### src/verilog/tpw_consts.vh
// constants of the three channel pulse width timer
`ifndef TPW_CONSTS_VH
`define TPW_CONSTS_VH

// register indices; byte address is four times the index
`define TPW_IDX_CTRL1 16'hfef0
`define TPW_IDX_DUTY1 16'hfef1
`define TPW_IDX_CNT1 16'hfef2
`define TPW_IDX_CTRL2 16'hfef4
`define TPW_IDX_DUTY2 16'hfef5
`define TPW_IDX_CNT2 16'hfef6
`define TPW_IDX_CTRL3 16'hfef8
`define TPW_IDX_DUTY3 16'hfef9
`define TPW_IDX_CNT3 16'hfefa
`define TPW_ID_NONE 4'hf

// register kinds inside a channel
`define TPW_KIND_CTRL 2'd0
`define TPW_KIND_DUTY 2'd1
`define TPW_KIND_CNT 2'd2

// reset values
`define TPW_CTRL_RST 8'h38
`define TPW_DUTY_RST 8'hff
`define TPW_CNT_RST 8'h00

// control field positions
`define TPW_CTRL_OE 7
`define TPW_CTRL_OS 6
`define TPW_CTRL_RSV 3'b111

// counter limits and duty codes
`define TPW_CNT_TOP 8'hf9
`define TPW_CNT_ONE 8'h01
`define TPW_DUTY_ZERO 8'h00

// prescaler width and divisors for codes 0 to 7
`define TPW_PRE_W 12
`define TPW_DIV0 13'd2
`define TPW_DIV1 13'd8
`define TPW_DIV2 13'd32
`define TPW_DIV3 13'd128
`define TPW_DIV4 13'd256
`define TPW_DIV5 13'd1024
`define TPW_DIV6 13'd2048
`define TPW_DIV7 13'd4096

// bus responses
`define TPW_RESP_OKAY 2'b00
`define TPW_RESP_SLVERR 2'b10

`endif

### src/verilog/tpw_presc.v
// free-running prescaler making the eight tick enables
`include "tpw_consts.vh"

module tpw_presc (
    input wire aclk,
    input wire aresetn,
    input wire standby,
    output wire [7:0] tick
);
    reg [`TPW_PRE_W-1:0] cnt_q;

    // tick when the low bits of the count are all ones
    function is_tick;
        input [`TPW_PRE_W-1:0] c;
        input [`TPW_PRE_W-1:0] mask;
        begin
            is_tick = ((c & mask) == mask);
        end
    endfunction

    // low-bit mask of a power-of-two divisor
    function [`TPW_PRE_W-1:0] div_mask;
        input [`TPW_PRE_W:0] div;
        reg [`TPW_PRE_W:0] m;
        begin
            m = div - 1'b1;
            div_mask = m[`TPW_PRE_W-1:0];
        end
    endfunction

    always @(posedge aclk) begin
        if (!aresetn || standby) begin
            cnt_q <= {`TPW_PRE_W{1'b0}};
        end else begin
            cnt_q <= cnt_q + 1'b1;
        end
    end

    // one-cycle enables, one per divider code
    assign tick[0] = is_tick(cnt_q, div_mask(`TPW_DIV0));
    assign tick[1] = is_tick(cnt_q, div_mask(`TPW_DIV1));
    assign tick[2] = is_tick(cnt_q, div_mask(`TPW_DIV2));
    assign tick[3] = is_tick(cnt_q, div_mask(`TPW_DIV3));
    assign tick[4] = is_tick(cnt_q, div_mask(`TPW_DIV4));
    assign tick[5] = is_tick(cnt_q, div_mask(`TPW_DIV5));
    assign tick[6] = is_tick(cnt_q, div_mask(`TPW_DIV6));
    assign tick[7] = is_tick(cnt_q, div_mask(`TPW_DIV7));
endmodule // tpw_presc

### src/verilog/tpw_chan.v
// one pulse width channel: counter, duty buffer, control, pin
`include "tpw_consts.vh"

module tpw_chan (
    input wire aclk,
    input wire aresetn,
    input wire standby,
    input wire [7:0] tick,
    input wire wr_ctrl,
    input wire wr_duty,
    input wire wr_cnt,
    input wire [7:0] wdata,
    output wire [7:0] ctrl_rd,
    output wire [7:0] duty_rd,
    output wire [7:0] cnt_rd,
    output reg pulse_q,
    output reg pulse_oe_q
);
    reg [7:0] cnt_q;
    reg [4:0] ctrl_q;
    reg [7:0] duty_act_q;
    reg [7:0] duty_buf_q;
    reg state_q;
    localparam [7:0] CTRL_RST = `TPW_CTRL_RST;
    wire oe = ctrl_q[4];
    wire step = oe & tick[ctrl_q[2:0]];
    wire wrap = step & (cnt_q == `TPW_CNT_TOP);
    wire [7:0] cnt_nx = wrap ? `TPW_CNT_RST : cnt_q + `TPW_CNT_ONE;

    assign ctrl_rd = {ctrl_q[4:3], `TPW_CTRL_RSV, ctrl_q[2:0]};
    assign duty_rd = duty_act_q;
    assign cnt_rd = cnt_q;

    always @(posedge aclk) begin
        if (!aresetn || standby) begin
            cnt_q <= `TPW_CNT_RST;
            ctrl_q <= {CTRL_RST[7:6], CTRL_RST[2:0]};
            duty_act_q <= `TPW_DUTY_RST;
            duty_buf_q <= `TPW_DUTY_RST;
            state_q <= 1'b0;
            pulse_q <= 1'b0;
            pulse_oe_q <= 1'b0;
        end else begin
            if (wr_ctrl) begin
                ctrl_q <= {wdata[`TPW_CTRL_OE:`TPW_CTRL_OS], wdata[2:0]};
            end
            if (wr_ctrl && !wdata[`TPW_CTRL_OE]) begin
                cnt_q <= `TPW_CNT_RST;
            end else if (wr_cnt) begin
                cnt_q <= wdata;
            end else if (!oe) begin
                cnt_q <= `TPW_CNT_RST;
            end else if (step) begin
                cnt_q <= cnt_nx;
            end
            if (wr_duty) begin
                duty_buf_q <= wdata;
                if (!oe || wrap) begin
                    duty_act_q <= wdata;
                end
            end else if (wrap) begin
                duty_act_q <= duty_buf_q;
            end
            if (!oe) begin
                state_q <= 1'b0;
            end else if (step && cnt_q == duty_act_q) begin
                // low once the matching count ends: duty n is n ticks
                state_q <= 1'b0;
            end else if (step && cnt_q == `TPW_CNT_RST) begin
                state_q <= (duty_act_q != `TPW_DUTY_ZERO);
            end
            pulse_q <= oe & (state_q ^ ctrl_q[3]);
            pulse_oe_q <= oe;
        end
    end
endmodule // tpw_chan

### src/verilog/tpw_top.v
// three channel pulse width timer with its register slave
//
// Summary of operation
// - three channels, own registers each, one shared prescaler
// - counter steps 0x00 to 0xf9, wraps
// - counter zero on reset, standby, disable
// - duty 0x00 none, 0x7d half, 0xfa full
// - count equals duty drives state low
// - count 0 to 1 sets state high
// - enabled duty write waits for wrap
// - disabled duty write takes effect immediately
// - duty read returns active value
// - duty copies reset to 0xff
// - control resets to 0x38
// - bit 7 enables output and counting
// - bit 6 inverts the pin level
// - bits 5 to 3 read as one
// - divider codes give 2 to 4096
// - period is 250 ticks
// - duty 0xfa to 0xff stays high
// - disabled channel leaves pin undriven
//
// Register access over AXI4-Lite was decided locally.
`include "tpw_consts.vh"

module tpw_top #(
    parameter ADDR_W = 18
) (
    input wire aclk,
    input wire aresetn,
    input wire standby,
    input wire awvalid,
    output reg awready,
    input wire [ADDR_W-1:0] awaddr,
    input wire [2:0] awprot,
    input wire wvalid,
    output reg wready,
    input wire [31:0] wdata,
    input wire [3:0] wstrb,
    output reg bvalid,
    input wire bready,
    output reg [1:0] bresp,
    input wire arvalid,
    output reg arready,
    input wire [ADDR_W-1:0] araddr,
    input wire [2:0] arprot,
    output reg rvalid,
    input wire rready,
    output reg [31:0] rdata,
    output reg [1:0] rresp,
    output wire pulse_out_1,
    output wire pulse_oe_1,
    output wire pulse_out_2,
    output wire pulse_oe_2,
    output wire pulse_out_3,
    output wire pulse_oe_3
);
    // register id: channel in bits 3:2, kind in bits 1:0
    function [3:0] reg_id;
        input [15:0] idx;
        begin
            case (idx)
                `TPW_IDX_CTRL1: reg_id = {2'd0, `TPW_KIND_CTRL};
                `TPW_IDX_DUTY1: reg_id = {2'd0, `TPW_KIND_DUTY};
                `TPW_IDX_CNT1: reg_id = {2'd0, `TPW_KIND_CNT};
                `TPW_IDX_CTRL2: reg_id = {2'd1, `TPW_KIND_CTRL};
                `TPW_IDX_DUTY2: reg_id = {2'd1, `TPW_KIND_DUTY};
                `TPW_IDX_CNT2: reg_id = {2'd1, `TPW_KIND_CNT};
                `TPW_IDX_CTRL3: reg_id = {2'd2, `TPW_KIND_CTRL};
                `TPW_IDX_DUTY3: reg_id = {2'd2, `TPW_KIND_DUTY};
                `TPW_IDX_CNT3: reg_id = {2'd2, `TPW_KIND_CNT};
                default: reg_id = `TPW_ID_NONE;
            endcase
        end
    endfunction

    // strobe for one channel and one kind of register
    function wr_hit;
        input [3:0] id;
        input [1:0] chan;
        input [1:0] kind;
        begin
            wr_hit = (id == {chan, kind});
        end
    endfunction

    // write address and data holding
    reg aw_hold_q;
    reg w_hold_q;
    reg [15:0] waddr_q;
    reg [7:0] wdata_q;
    reg wlane_q;
    wire aw_fire = awvalid & awready;
    wire w_fire = wvalid & wready;
    wire do_wr = aw_hold_q & w_hold_q & ~bvalid;
    wire aw_hold_d = aw_fire | (aw_hold_q & ~do_wr);
    wire w_hold_d = w_fire | (w_hold_q & ~do_wr);
    wire [3:0] wr_id = reg_id(waddr_q);
    wire wr_ok = do_wr & wlane_q;

    // read side
    wire ar_fire = arvalid & arready;
    wire rvalid_d = ar_fire | (rvalid & ~rready);
    wire [3:0] rd_id = reg_id(araddr[ADDR_W-1:2]);

    // channel register strobes
    wire [2:0] wr_ctrl;
    wire [2:0] wr_duty;
    wire [2:0] wr_cnt;

    // channel read values, eight bits per channel
    wire [23:0] ctrl_rd;
    wire [23:0] duty_rd;
    wire [23:0] cnt_rd;
    wire [7:0] tick;
    reg [7:0] rd_val;

    assign wr_ctrl[0] = wr_ok & wr_hit(wr_id, 2'd0, `TPW_KIND_CTRL);
    assign wr_ctrl[1] = wr_ok & wr_hit(wr_id, 2'd1, `TPW_KIND_CTRL);
    assign wr_ctrl[2] = wr_ok & wr_hit(wr_id, 2'd2, `TPW_KIND_CTRL);
    assign wr_duty[0] = wr_ok & wr_hit(wr_id, 2'd0, `TPW_KIND_DUTY);
    assign wr_duty[1] = wr_ok & wr_hit(wr_id, 2'd1, `TPW_KIND_DUTY);
    assign wr_duty[2] = wr_ok & wr_hit(wr_id, 2'd2, `TPW_KIND_DUTY);
    // counter writes are a test path only
    assign wr_cnt[0] = wr_ok & wr_hit(wr_id, 2'd0, `TPW_KIND_CNT);
    assign wr_cnt[1] = wr_ok & wr_hit(wr_id, 2'd1, `TPW_KIND_CNT);
    assign wr_cnt[2] = wr_ok & wr_hit(wr_id, 2'd2, `TPW_KIND_CNT);

    // read mux over the mapped registers
    always @* begin
        rd_val = 8'h00;
        case (rd_id[1:0])
            `TPW_KIND_CTRL: rd_val = ctrl_rd[{rd_id[3:2], 3'b000} +: 8];
            `TPW_KIND_DUTY: rd_val = duty_rd[{rd_id[3:2], 3'b000} +: 8];
            `TPW_KIND_CNT: rd_val = cnt_rd[{rd_id[3:2], 3'b000} +: 8];
            default: rd_val = 8'h00;
        endcase
    end

    // write channel of the register slave
    always @(posedge aclk) begin
        if (!aresetn) begin
            aw_hold_q <= 1'b0;
            w_hold_q <= 1'b0;
            waddr_q <= 16'h0000;
            wdata_q <= 8'h00;
            wlane_q <= 1'b0;
            awready <= 1'b0;
            wready <= 1'b0;
            bvalid <= 1'b0;
            bresp <= `TPW_RESP_OKAY;
        end else begin
            aw_hold_q <= aw_hold_d;
            w_hold_q <= w_hold_d;
            if (aw_fire) begin
                waddr_q <= awaddr[ADDR_W-1:2];
            end
            if (w_fire) begin
                wdata_q <= wdata[7:0];
                wlane_q <= wstrb[0];
            end
            awready <= ~aw_hold_d;
            wready <= ~w_hold_d;
            if (do_wr) begin
                bvalid <= 1'b1;
                if (wr_id == `TPW_ID_NONE) begin
                    bresp <= `TPW_RESP_SLVERR;
                end else begin
                    bresp <= `TPW_RESP_OKAY;
                end
            end else if (bready) begin
                bvalid <= 1'b0;
            end
        end
    end

    // read channel of the register slave
    always @(posedge aclk) begin
        if (!aresetn) begin
            arready <= 1'b0;
            rvalid <= 1'b0;
            rdata <= 32'h00000000;
            rresp <= `TPW_RESP_OKAY;
        end else begin
            rvalid <= rvalid_d;
            arready <= ~rvalid_d;
            if (ar_fire) begin
                rdata <= {24'h000000, rd_val};
                if (rd_id == `TPW_ID_NONE) begin
                    rresp <= `TPW_RESP_SLVERR;
                end else begin
                    rresp <= `TPW_RESP_OKAY;
                end
            end
        end
    end

    // shared prescaler keeps all channels on aclk
    tpw_presc u_presc (
        .aclk(aclk),
        .aresetn(aresetn),
        .standby(standby),
        .tick(tick)
    );

    // channel 1; period of 250 ticks per channel
    tpw_chan u_chan1 (
        .aclk(aclk),
        .aresetn(aresetn),
        .standby(standby),
        .tick(tick),
        .wr_ctrl(wr_ctrl[0]),
        .wr_duty(wr_duty[0]),
        .wr_cnt(wr_cnt[0]),
        .wdata(wdata_q),
        .ctrl_rd(ctrl_rd[7:0]),
        .duty_rd(duty_rd[7:0]),
        .cnt_rd(cnt_rd[7:0]),
        .pulse_q(pulse_out_1),
        .pulse_oe_q(pulse_oe_1)
    );

    // channel 2
    tpw_chan u_chan2 (
        .aclk(aclk),
        .aresetn(aresetn),
        .standby(standby),
        .tick(tick),
        .wr_ctrl(wr_ctrl[1]),
        .wr_duty(wr_duty[1]),
        .wr_cnt(wr_cnt[1]),
        .wdata(wdata_q),
        .ctrl_rd(ctrl_rd[15:8]),
        .duty_rd(duty_rd[15:8]),
        .cnt_rd(cnt_rd[15:8]),
        .pulse_q(pulse_out_2),
        .pulse_oe_q(pulse_oe_2)
    );

    // channel 3; duty codes 0xfa and up never match the count
    tpw_chan u_chan3 (
        .aclk(aclk),
        .aresetn(aresetn),
        .standby(standby),
        .tick(tick),
        .wr_ctrl(wr_ctrl[2]),
        .wr_duty(wr_duty[2]),
        .wr_cnt(wr_cnt[2]),
        .wdata(wdata_q),
        .ctrl_rd(ctrl_rd[23:16]),
        .duty_rd(duty_rd[23:16]),
        .cnt_rd(cnt_rd[23:16]),
        .pulse_q(pulse_out_3),
        .pulse_oe_q(pulse_oe_3)
    );
endmodule // tpw_top

### config.mk
export PLATFORM = sky130hd
export DESIGN_NAME = tpw_top
export DESIGN_NICKNAME = d
export VERILOG_FILES = /design/src/verilog/tpw_presc.v /design/src/verilog/tpw_chan.v /design/src/verilog/tpw_top.v
export VERILOG_INCLUDE_DIRS = /design/src /design/src/verilog
export SDC_FILE = /design/constraint.sdc
export NUM_CORES = 1
export LEC_CHECK = 0
export BUFFER_PORTS_ARGS = -buffer_cell sky130_fd_sc_hd__buf_2
export CAP_MARGIN = 25
export CELL_PAD_IN_SITES_DETAIL_PLACEMENT = 0
export CELL_PAD_IN_SITES_GLOBAL_PLACEMENT = 1
export CORE_ASPECT_RATIO = 0.7
export CORE_UTILIZATION = 35
export CTS_BUF_LIST = sky130_fd_sc_hd__clkbuf_16
export DETAILED_ROUTE_END_ITERATION = 8
export GPL_ROUTABILITY_DRIVEN = 0
export PLACE_DENSITY_LB_ADDON = 0.2
export RECOVER_POWER = 50
export SYNTH_ARGS = -nofsm -noshare
export SYNTH_HDL_FRONTEND = slang
export SYNTH_HIERARCHICAL = 1
export SYNTH_SLANG_ARGS = --single-unit
### constraint.sdc
create_clock -name aclk -period 4.4 [get_ports aclk]
set_input_delay 1.32 -clock aclk [delete_from_list [all_inputs] [get_ports aclk]]
set_output_delay 1.32 -clock aclk [all_outputs]
set_load 0.01 [all_outputs]
==> qor.yml <==
clkTransAtPathRegs_ns: 0.06
powerDensity_mw_per_mm2: 318
power_frac_clock_pct: 47.1
antenna_found_initial: 0
synth.distinct_cells: 71
synth_area_mm2: 0.00825
yosysSeqAreaShare_pct: 36.4
async_reset_ff_share_pct: 0
drc: 0
dr.pass1.iters: 6
fin_skew_ns: 0.00814
io_buffers: 69
synth.avg_cell_area_um2: 8.49
switching_power_mw: 0.740
ir_drop_v: 0.000287
cts_setup_buffers: 0
p_comb_share_pct: 4.9
synth_top_area_share_pct: 36.4
largest_register_ffs: 16
grt_pass1_vias: 6388
routed_wl_um: 24100
yosysWarnings: 6
setup_violations: 0
slew_violations: 0
min_to: "u_presc/cnt_q[10]$_SDFF_PP0_"
synth.largest_area_cell: "dfxtp_1"
seqPwrFrac_pct: 48.0
ys_ff_latch: 150
crit_chain: "buf_2 > nand4_2 > or2_0 > or3b_1 > or2_1 > inv_2 > ha_1 > a221o_1 > o21ai_0 > o22ai_1 > mux2i_1 > o21ai_1"
rr_endpoint: "u_chan2/duty_rd[2]$_SDFFE_PP1P_"
dpl.hpwl_um: 17000
die-height_um: 130
cts_sinks: 150
cts_buffer_depth: 2
p_sw_share_pct: 25.2
status: "completed"
h-tree-depth: 4
drive_above_1_share_pct: 11.6
top_register: "waddr_q"
fmax_mhz: 271
via_per_inst: 5.29
hold_viol: 0
worst-setup-path-type: "in2reg"
grt_setup_unrepaired: "false"
synth_edf_count: 0
finish.instance_area_mm2: 0.00921
worstRegToRegCells: 8
max_slew.worst_pin.slew_ns: 1.21
reg.largest.list: "waddr_q: 16 flops, u_presc/cnt_q: 12 flops"
r2r_slack_ns: 1.09
synth_area_leaders: "dfxtp_1, nand2_1, mux2i_1, buf_4, a21oi_1"
grt_pass1_wl_um: 37500
num_vias: 7109
place_area_mm2: 0.00872
hp-start: "u_presc/cnt_q[10]$_SDFF_PP0_"
slowest_stage: "ha_1"
wire_per_inst_um: 18.0
maxCapViolCount: 0
hold_path_depth: 2
netlist_instances: 972
coreArea_mm2: 0.0229
cts_buffers: 17
start_kind: "primary input"
maxSlewHeadroom_pct: 19.6
grt_start_max_net_pins: 35
areaGrowthSynthToFinish_pct: 11.6
min_path_type: "reg2reg"
slowest_delay_ns: 0.57
p_int_mw: 2.19
period_needed_ns: 3.70
path_max_fanout: 17
clock-root-buffer: "clkbuf_16"
io_pins: 133
ant_nets: 0
fp-row-count: 46
final.period_utilization_pct: 84.0
design.final.nets: 1120
die_w_um: 186
start_util_pct: 36.0
drt_iter0_markers: 672
insertion_delay_ns: 0.44
post_cts_resize_count: 0
timing.rr.start: "u_presc/cnt_q[0]$_SDFF_PP0_"
worstPathArrival_ns: 4.07
final_cell_mix: "dfxtp_1, nand2_1, mux2i_1"
setup_tns_ns: 0
grt_use_total_pct: 20.7
grt-ovfl-total: 0
p_leak_nw: 3.16
synthFlopType: "dfxtp_1"
dieArea_mm2: 0.0242
cts_tree: "done"
endpoint_kind: "flop"
worstPathRequired_ns: 4.77
cts_hold_buf: 0
final_common_cell: "dfxtp_1"
[cell usage after synthesis (4+ instances only)]
master,number
and3_1,12
mux2_1,5
a22oi_1,8
nor3_1,32
dfxtp_1,150
o22ai_1,7
nand3_1,20
nand4_1,9
a31oi_1,25
nor4_1,16
mux4_2,5
or4_1,5
xor2_1,25
nand2b_1,15
ha_1,16
a221o_1,8
nand2_1,146
a21oi_1,45
o21ai_0,32
conb_1,4
nor2b_1,17
buf_2,8
a21boi_0,27
o21ai_1,24
and2_1,14
nor2_1,42
mux2_4,6
a32oi_1,12
clkbuf_1,39
buf_4,39
inv_1,25
a221oi_1,8
mux2i_1,53
o31ai_1,5
and3b_1,4
[cell type report]
class                      count  area (um2)
fill                        2395       13700
multi-input combinational    736        4750
sequential                   150        3000
clock buffer                  17         425
timing repair buffer          86         424
tap                          312         390
clock inverter                15         114
inverter                      27         101
antenna                        1        2.50
[metal layers]
metal | vias to the layer above | part of all wire, % | track usage [%]
met3 | 24 | 6.6 | 5.65
li1 | 3537 | - | -
met2 | 222 | 39 | 28.3
met4 | 0 | 1.4 | 5.54
met1 | 3326 | 53 | 31.2
met5 | - | 0 | 0
[logic make-up after synthesis]
kind of cell	Yosys count	share of synthesized area [%]
AOI/OAI and AO/OA	226	18.3
xor gates and xnor gates	28	2.97
adders and majority gates	16	2.43
buffers and inverters	117	7.49
DFF	150	36.4
muxes	72	9.97
other	4	0.182
and+or+nand+nor	359	22.3
[how the worst max path moves through the flow]
| stage | slack, ns | to | start |
|---|---|---|---|
| after floorplan | 0.72 | rdata[5]$_SDFFE_PN0P_ | araddr[10] |
| after global placement | 0.29 | rdata[7]$_SDFFE_PN0P_ | araddr[14] |
| after detailed placement | 0.26 | rdata[7]$_SDFFE_PN0P_ | araddr[14] |
| after CTS | 0.73 | rdata[7]$_SDFFE_PN0P_ | araddr[14] |
| after global routing | 0.52 | rdata[0]$_SDFFE_PN0P_ | araddr[14] |
| final | 0.70 | rdata[2]$_SDFFE_PN0P_ | araddr[14] |
[stage by stage]
| stage | power [mW] | util [%] | std cells | hold WS [ns] | setup WS [ns] |
|---|---|---|---|---|---|
| finish | 2.93 | 40.2 | 1344 | 0.466 | 0.704 |
| global placement | 1.58 | 38.1 | 1311 | 0.452 | 0.287 |
| floorplan | 1.53 | - | 1003 | 0.438 | 0.716 |
| global route | 3.05 | 40.2 | 1343 | 0.489 | 0.521 |
| CTS | 2.96 | 40.4 | 1343 | 0.466 | 0.727 |
| detailed placement | 1.58 | 38.1 | 1311 | 0.454 | 0.264 |
[worst max-delay path, delay by kind of cell]
| family | cells | cell delay, ns |
|---|---|---|
| AND/OR/NAND/NOR | 4 | 1.13 |
| adder cells (fa/ha/maj) | 1 | 0.57 |
| multiplexers | 1 | 0.10 |
| buffers and inverters | 2 | 0.19 |
| AO/OA/AOI/OAI | 4 | 0.76 |
[power by group through the flow]
stage               Clock, mW  Combinational, mW  Sequential [mW]
detailed placement          0              0.145             1.44
floorplan                   0              0.109             1.42
global route             1.48              0.160             1.41
finish                   1.38              0.144             1.41
CTS                      1.41              0.145             1.41
global placement            0              0.145             1.44
(Power assumes the default switching activity.)
